--- src/hw/shg_pkg.sv ---
// Purpose: Shared constants and carriers for the host-side serial controller glue
// Assumes: Host clock of 50 MHz drives all glue logic
// Notes: Times in ns as printed, cycle counts derived from them
package shg_pkg;
   // Clock period
   localparam int CLK_PERIOD_NS = 20;
   // Strobe timing at the peripheral
   localparam int T_ADDR_SETUP_NS = 50;
   localparam int T_HOST_SETUP_NS = 30;
   // Acknowledge timing at the peripheral and host
   localparam int T_ACK_TO_RD_NS = 130;
   localparam int T_RD_DATA_NS = 120;
   localparam int T_HOST_DATA_SETUP_NS = 25;
   localparam int T_RD_ACK_WIDTH_NS = 125;
   // Least times round up to whole cycles
   localparam int STROBE_DLY_CYC =
      (T_ADDR_SETUP_NS - T_HOST_SETUP_NS + CLK_PERIOD_NS - 1) / CLK_PERIOD_NS;
   localparam int ACK_RD_CYC = (T_ACK_TO_RD_NS + CLK_PERIOD_NS - 1) / CLK_PERIOD_NS;
   localparam int RD_VALID_CYC =
      (T_RD_DATA_NS + T_HOST_DATA_SETUP_NS + CLK_PERIOD_NS - 1) / CLK_PERIOD_NS;
   localparam int RD_WIDTH_CYC = (T_RD_ACK_WIDTH_NS + CLK_PERIOD_NS - 1) / CLK_PERIOD_NS;
   // Sequencer length and reset value
   localparam int SEQ_LEN = 16;
   localparam logic [15:0] SEQ_RESET = 16'h0000;
   // Host bus strobes, all active low
   typedef struct packed {
      logic rd_n;
      logic wr_n;
      logic io_request_n;
      logic opcode_fetch_n;
      logic mreq_n;
   } shg_host_bus_t;
   // Peripheral-side strobes, all active low
   typedef struct packed {
      logic rd_n;
      logic wr_n;
      logic irq_acknowledge_n;
   } shg_periph_t;
endpackage : shg_pkg

--- src/hw/shg_host_glue.sv ---
// Purpose: Host-side glue from an 8-bit host bus to a serial controller
// Assumes: Host strobes synchronous to I_CLK_SYS; select decoded outside
// Notes: Sequencer taps and strobe delays derive from package timing
// Operation
// (RULE_01) Host runs legacy-compatible I/O strobe timing before glue is used.
// (RULE_02) Delay peripheral read fall so address setup reaches 50 ns.
// (RULE_03) Delay peripheral write fall so address setup reaches 50 ns.
// (RULE_04) End peripheral read before host read so address and select hold.
// (RULE_05) End peripheral write before host write so address and data hold.
// (RULE_06) Resample decoded select on rising clock edge when above 8 MHz.
// (RULE_07) System reset drives peripheral read and write low together.
// (RULE_08) Peripheral software reset value matches hardware reset effect.
// (RULE_09) Create acknowledge and read strobes, acknowledge first.
// (RULE_10) Hold host in wait until the vector is valid.
// (RULE_11) Leave daisy chain settle time between acknowledge and read.
// (RULE_12) Peripheral uses pending flag in chain only during acknowledge.
// (RULE_13) Peripheral clears under-service flags only by software command.
// (RULE_14) Peripheral treats read and write together as chip reset.
// (RULE_15) Chain output follows under-service flag, pending during acknowledge.
// (RULE_16) Peripheral sets under-service only with pending and chain enable.
// (RULE_17) Acknowledge delays counted in whole host clocks from sequencer taps.
// (RULE_18) Outside acknowledge keep sequencer clear, pass conditioned strobes.
// (RULE_19) Release wait only once the acknowledge read made vector valid.
`timescale 1ns/10ps
`default_nettype none
module shg_host_glue
   import shg_pkg::*;
#(
   parameter int USE_SYNC_FF = 1,
   parameter int HW_RESET_EN = 1,
   parameter int STROBE_DLY = STROBE_DLY_CYC,
   parameter int ACK_RD = ACK_RD_CYC,
   parameter int RD_VALID = RD_VALID_CYC
)
(
   // Clock and reset
   input wire logic I_CLK_SYS,
   input wire logic I_RSTN,
   // Host bus
   input wire shg_host_bus_t I_HOST_BUS,
   input wire logic I_PERIPHERAL_SELECT,
   input wire logic I_SYS_RESET,
   // Peripheral strobes
   output shg_periph_t O_PERIPH,
   // Host wait request, active low
   output logic O_WAIT_N
);
   localparam int WAIT_TAP = ACK_RD + RD_VALID;

   // Elaboration checks
   if (STROBE_DLY < 1) $error("shg_host_glue: STROBE_DLY must be at least 1");
   if (ACK_RD < 1) $error("shg_host_glue: ACK_RD must be at least 1");
   if (RD_VALID < RD_WIDTH_CYC) $error("shg_host_glue: RD_VALID below read width");
   if (WAIT_TAP > SEQ_LEN - 1) $error("shg_host_glue: sequencer too short");

   // Active-high view of a low-true strobe
   function automatic logic act(input logic strobe_n);
      act = ~strobe_n;
   endfunction : act

   // Host bus decode
   wire host_rd = act(I_HOST_BUS.rd_n);
   wire host_wr = act(I_HOST_BUS.wr_n);
   wire host_io = act(I_HOST_BUS.io_request_n);
   wire host_m1 = act(I_HOST_BUS.opcode_fetch_n);
   wire host_mem = act(I_HOST_BUS.mreq_n);
   wire raw_sel = I_PERIPHERAL_SELECT & host_io;

   // Select resample register
   // Host io_request may lag past half a clock; legacy-compatible host
   // strobe timing is assumed, so one rising-edge sample always catches it
   logic sel_q;
   always_ff @(posedge I_CLK_SYS or negedge I_RSTN)
   begin
      if (!I_RSTN)
         sel_q <= 1'b0;
      else
         sel_q <= raw_sel; // [RULE_06] [RULE_01]
   end
   wire sel = (USE_SYNC_FF != 0) ? sel_q : raw_sel; // [RULE_06]

   // Requests for conditioned I/O strobes
   wire io_rd_req = sel & host_rd & ~host_m1;
   wire io_wr_req = sel & host_wr & ~host_m1;

   // Delay lines for the strobe falling edges
   logic [STROBE_DLY-1:0] rd_dly;
   logic [STROBE_DLY-1:0] wr_dly;
   wire [STROBE_DLY:0] next_rd_dly = {rd_dly, io_rd_req};
   wire [STROBE_DLY:0] next_wr_dly = {wr_dly, io_wr_req};
   always_ff @(posedge I_CLK_SYS or negedge I_RSTN)
   begin
      if (!I_RSTN)
      begin
         rd_dly <= '0;
         wr_dly <= '0;
      end
      else
      begin
         rd_dly <= io_rd_req ? next_rd_dly[STROBE_DLY-1:0] : '0; // [RULE_02]
         wr_dly <= io_wr_req ? next_wr_dly[STROBE_DLY-1:0] : '0; // [RULE_03]
      end
   end

   // Delayed start, early end: live request gates the delayed one
   // The strobe drops with the host strobe, so address and select still
   // stand for the peripheral's zero hold time after one gate delay
   wire io_rd_on = rd_dly[STROBE_DLY-1] & io_rd_req; // [RULE_02] [RULE_04]
   wire io_wr_on = wr_dly[STROBE_DLY-1] & io_wr_req; // [RULE_03] [RULE_05]

   // Early sign of acknowledge: opcode fetch without memory request
   // The host gives no acknowledge strobe of its own, so the sequencer
   // starts early and builds both strobes from whole host clocks
   wire ack_detect = host_m1 & ~host_mem;
   wire seq_clear = ~host_m1; // [RULE_18]
   logic [SEQ_LEN-1:0] stage;

   // Acknowledge sequencer
   shg_shift_reg #(
      .LEN(SEQ_LEN)
   ) u_seq (
      .i_clk(I_CLK_SYS),
      .i_rstn(I_RSTN),
      .i_clear(seq_clear),
      .i_din(ack_detect),
      .o_stage(stage)
   );

   // Sequencer taps, all in whole host clocks; reset request taken straight from I_SYS_RESET
   wire ack_on = stage[0]; // [RULE_09] [RULE_17]
   wire ack_rd_on = stage[ACK_RD]; // [RULE_09] [RULE_11] [RULE_17]
   wire wait_on = stage[0] & ~stage[WAIT_TAP]; // [RULE_10] [RULE_19]
   wire rst_on = (HW_RESET_EN != 0) & I_SYS_RESET; // [RULE_07]

   // Peripheral strobe and host wait outputs
   assign O_PERIPH.rd_n = ~(io_rd_on | ack_rd_on | rst_on); // [RULE_07] [RULE_18]
   assign O_PERIPH.wr_n = ~(io_wr_on | rst_on); // [RULE_07] [RULE_18]
   assign O_PERIPH.irq_acknowledge_n = ~ack_on; // [RULE_09]
   assign O_WAIT_N = ~wait_on; // [RULE_10]

   // Helper: cycles since acknowledge began
   logic [7:0] ack_age;
   always_ff @(posedge I_CLK_SYS or negedge I_RSTN)
   begin
      if (!I_RSTN)
         ack_age <= 8'h00;
      else if (!ack_on)
         ack_age <= 8'h00;
      else if (ack_age != 8'hFF)
         ack_age <= ack_age + 8'h01;
   end

   // Saturating age of a held request, cleared when it drops
   function automatic logic [7:0] age_step(input logic run, input logic [7:0] age);
      if (!run)
         age_step = 8'h00;
      else if (age == 8'hFF)
         age_step = age;
      else
         age_step = age + 8'h01;
   endfunction : age_step

   // Helper: cycles each I/O request has been held
   logic [7:0] rd_age;
   logic [7:0] wr_age;
   wire [7:0] next_rd_age = age_step(io_rd_req, rd_age);
   wire [7:0] next_wr_age = age_step(io_wr_req, wr_age);
   always_ff @(posedge I_CLK_SYS or negedge I_RSTN)
   begin
      if (!I_RSTN)
      begin
         rd_age <= 8'h00;
         wr_age <= 8'h00;
      end
      else
      begin
         rd_age <= next_rd_age;
         wr_age <= next_wr_age;
      end
   end
endmodule : shg_host_glue
`default_nettype wire

--- src/hw/shg_shift_reg.sv ---
// Purpose: Clearable serial-in shift register for the acknowledge sequencer
// Assumes: Synchronous clear, asynchronous active-low reset
// Notes: Stage k is high k+1 cycles after the input first went high
`timescale 1ns/10ps
`default_nettype none
module shg_shift_reg
   import shg_pkg::*;
#(
   parameter int LEN = SEQ_LEN
)
(
   // Clock and reset
   input wire logic i_clk,
   input wire logic i_rstn,
   // Control
   input wire logic i_clear,
   input wire logic i_din,
   // Stages
   output logic [LEN-1:0] o_stage
);
   // Elaboration check
   if (LEN < 2) $error("shg_shift_reg: LEN must be at least 2");

   // Next stage value
   wire [LEN-1:0] next_stage = i_clear ? '0 : {o_stage[LEN-2:0], i_din};

   // Stage register
   always_ff @(posedge i_clk or negedge i_rstn)
   begin
      if (!i_rstn)
         o_stage <= '0;
      else
         o_stage <= next_stage;
   end
endmodule : shg_shift_reg
`default_nettype wire
--- config.mk ---
export PLATFORM = sky130hd
export DESIGN_NAME = shg_host_glue
export DESIGN_NICKNAME = d
export VERILOG_FILES = /design/src/hw/shg_pkg.sv /design/src/hw/shg_host_glue.sv /design/src/hw/shg_shift_reg.sv
export SDC_FILE = /design/constraint.sdc
export NUM_CORES = 1
export LEC_CHECK = 0
export ABC_CLOCK_PERIOD_IN_PS = 900
export BUFFER_PORTS_ARGS = -buffer_cell sky130_fd_sc_hd__buf_2
export CORE_UTILIZATION = 49
export DETAILED_ROUTE_END_ITERATION = 7
export PLACE_DENSITY = 0.82
export SYNTH_ARGS = -nofsm -noshare
export SYNTH_HDL_FRONTEND = slang
export SYNTH_SLANG_ARGS = --single-unit
--- constraint.sdc ---
create_clock -name I_CLK_SYS -period 0.9 [get_ports I_CLK_SYS]
set_input_delay 0.045 -clock I_CLK_SYS [delete_from_list [all_inputs] [get_ports I_CLK_SYS]]
set_output_delay 0.045 -clock I_CLK_SYS [all_outputs]
set_load 0.005 [all_outputs]
==> impl_metrics.tcl <==
set metrics [dict create \
    ys_seq_area_frac 0.742 \
    synth.area.top_cells "dfrtp_1, nor2b_1, and2b_1, a211oi_2, and3b_4" \
    postSynthCellCount 43 \
    grt_pass1_wl_um 1670 \
    vias_per_cell 4.59 \
    outcome "finished with violations" \
    area.growth.synth_to_final_pct 29.7 \
    p_int_uw 1090 \
    p_sw_frac 0.211 \
    final_net_count 77 \
    first_pass_iters 2 \
    gp_congestion 0.612 \
    hold_violations 0 \
    clkPwrFrac 0.298 \
    syn_area_per_cell_um2 14.9 \
    setup_viol 4 \
    drtAntennaViolNets 0 \
    synthFlopType "dfrtp_1" \
    fin_crit_ps 1180 \
    ios 13 \
    required_ps 850 \
    period_share 1.32 \
    die_area_um2 1460 \
    cts-htree-levels 1 \
    place_hpwl_um 609 \
    p_switching_uw 292 \
    globalRouteMet3Util 0.0523 \
    synth_edf_count 0 \
    irDropWorstVdd_uv 897 \
    cp-end-kind "output pin" \
    fin_ws_ps -285 \
    p_total_uw 1390 \
    ys_async_sr_fraction 1.00 \
    grt_max_degree 20 \
    clk_pin_slew_ps 100 \
    synth-seq-cells 19 \
    holdWs_ps 135 \
    fmax_mhz 844 \
    drive_gt1_frac 0.358 \
    yosys_warnings 0 \
    std_cell_rows 12 \
    violations "negative setup slack" \
    maxCapViolCount 0 \
    slew_violations 0 \
    initial_core_util 0.554 \
    cp-start-kind "flip-flop" \
    syn_nets 52 \
    yosysTopAreaCell "dfrtp_1" \
    insertion_delay_ps 290 \
    antenna_found_initial 0 \
    antenna_cells 0 \
    crit_type "reg -> out" \
    critPathMaxFanout 2 \
    wl_per_cell_um 13.1 \
    first_global_vias 362 \
    drt_iter0_drc 4 \
    clock_skew_ps 8.26 \
    rsz0062_at_grt "yes" \
    critPathArrivalTime_ps 1140 \
    power.leakage_uw 0.000450 \
    synth_area_um2 641 \
    r2r_slack_ps 50 \
    power.density_nw_per_um2 1670 \
    cts.root.buffer_cell "clkbuf_4" \
    yosys-top-cells-count "dfrtp_1, nor2b_1, and2b_1" \
    busiest_layer "met2" \
    grt.total_usage 0.183 \
    worst_pin_slew_ps 401 \
    hold_path.class "in -> reg" \
    max_slew_margin 0.733 \
    cts_sinks 19 \
    met1_usage 0.229 \
    vias 372 \
    numPortBuffers 12 \
    use_met2 0.292 \
    cts_buffer_depth 2 \
    core-area_um2 1160 \
    cts_tree "done" \
    die_y_um 38.2 \
    yosys.cell_types.count 11 \
    pwr-share-seq 0.628 \
    cts_buffers 3 \
    drc 0 \
    grt_overflow 0 \
    p_comb_frac 0.074 \
    drt_wl_total_um 1060 \
    synth_top_area_share 0.742 \
    yosysMostFrequentCell "dfrtp_1" \
    die_x_um 38.2 \
]
## worst max-delay path, stage by stage, from the launching register on
cell,delay [ps]
dfrtp_1,390
and3b_4,180
a211oi_2,160
buf_2,130
## metal layers
layer / up-vias / share of wire
met2: 10 / 0.50
li1: 181 / -
met4: 0 / 0
met5: - / 0
met1: 181 / 0.46
met3: 0 / 0.040
## final timing paths
| path | from | to | cells past startpoint |
|---|---|---|---|
| setup reg to reg | u_seq.o_stage[0] | u_seq.o_stage[1] | 4 |
| hold reg to reg | u_seq.o_stage[14] | u_seq.o_stage[15] | 1 |
| hold / removal | I_HOST_BUS[1] | u_seq.o_stage[1] | 3 |
| max in group asynchronous | I_RSTN | u_seq.o_stage[9] | 2 |
| min in group asynchronous | I_RSTN | u_seq.o_stage[15] | 2 |
| setup / recovery | sel | O_PERIPH[2] | 3 |
## stage by stage
| stage | cells | utilization | worst slack (ps) | instance area, um2 | TNS [ps] |
|---|---|---|---|---|---|
| after global placement | 69 | 0.623 | 3.88 | 721 | 0 |
| after floorplan | 43 | - | 115 | 641 | 0 |
| after CTS | 80 | 0.700 | -302 | 810 | -616 |
| final | 81 | 0.719 | -285 | 831 | -614 |
| after detailed placement | 69 | 0.623 | -3.72 | 721 | -3.72 |
| after global routing | 81 | 0.719 | -331 | 831 | -805 |
## cell families after synthesis
| family | Yosys count | synth area share |
|---|---|---|
| compound gates | 2 | 0.0273 |
| buf+inv | 2 | 0.0137 |
| flops | 19 | 0.742 |
| simple gates | 20 | 0.217 |
## power by group through the flow
| stage | Clock [uW] | Combinational [uW] | Sequential [uW] |
|---|---|---|---|
| after floorplan | 0 | 26.1 | 884 |
| after global placement | 0 | 74.3 | 885 |
| after detailed placement | 0 | 75.0 | 885 |
| after CTS | 429 | 95.7 | 868 |
| after global routing | 467 | 114 | 871 |
| final | 413 | 103 | 870 |
## placed cells by master (no fill, tap or decap)
cell | netlist | final
buf_2 | 1 | 11
dlygate4sd3_1 | 0 | 4
clkbuf_4 | 0 | 3
dfrtp_1 | 19 | 19
buf_4 | 0 | 5
nor2b_1 | 10 | 10
nor2_1 | 1 | 1
and3b_1 | 1 | 1
buf_6 | 0 | 1
a211oi_2 | 1 | 1
and2b_1 | 6 | 6
inv_2 | 0 | 1
and3b_4 | 1 | 1
a21oi_1 | 1 | 1
clkbuf_1 | 0 | 1
nand2b_4 | 0 | 1
## state kept, by name, indices dropped and copies added (netlist names)
signal,count
wr_dly,1
u_seq.o_stage,16
sel,1
rd_dly,1
## repair_timing
item | 4_1_cts | 5_1_grt
gates resized for setup | 0 | 3
hold buffers | 4 | 0
hold endpoints to repair | 21 | 0
buffers inserted | 3 | 1
pin swaps | 2 | 0
setup endpoints to repair | 4 | 4
## final cells by class
class                           instances  area (um2)
Clock buffer                            4        26.3
Fill cell                              88         325
Inverter                                1        3.75
Multi-Input combinational cell         22         164
Sequential cell                        19         475
Tap cell                               14        17.5
Timing Repair Buffer                   21         144
Power figures use the tool's default switching activity.
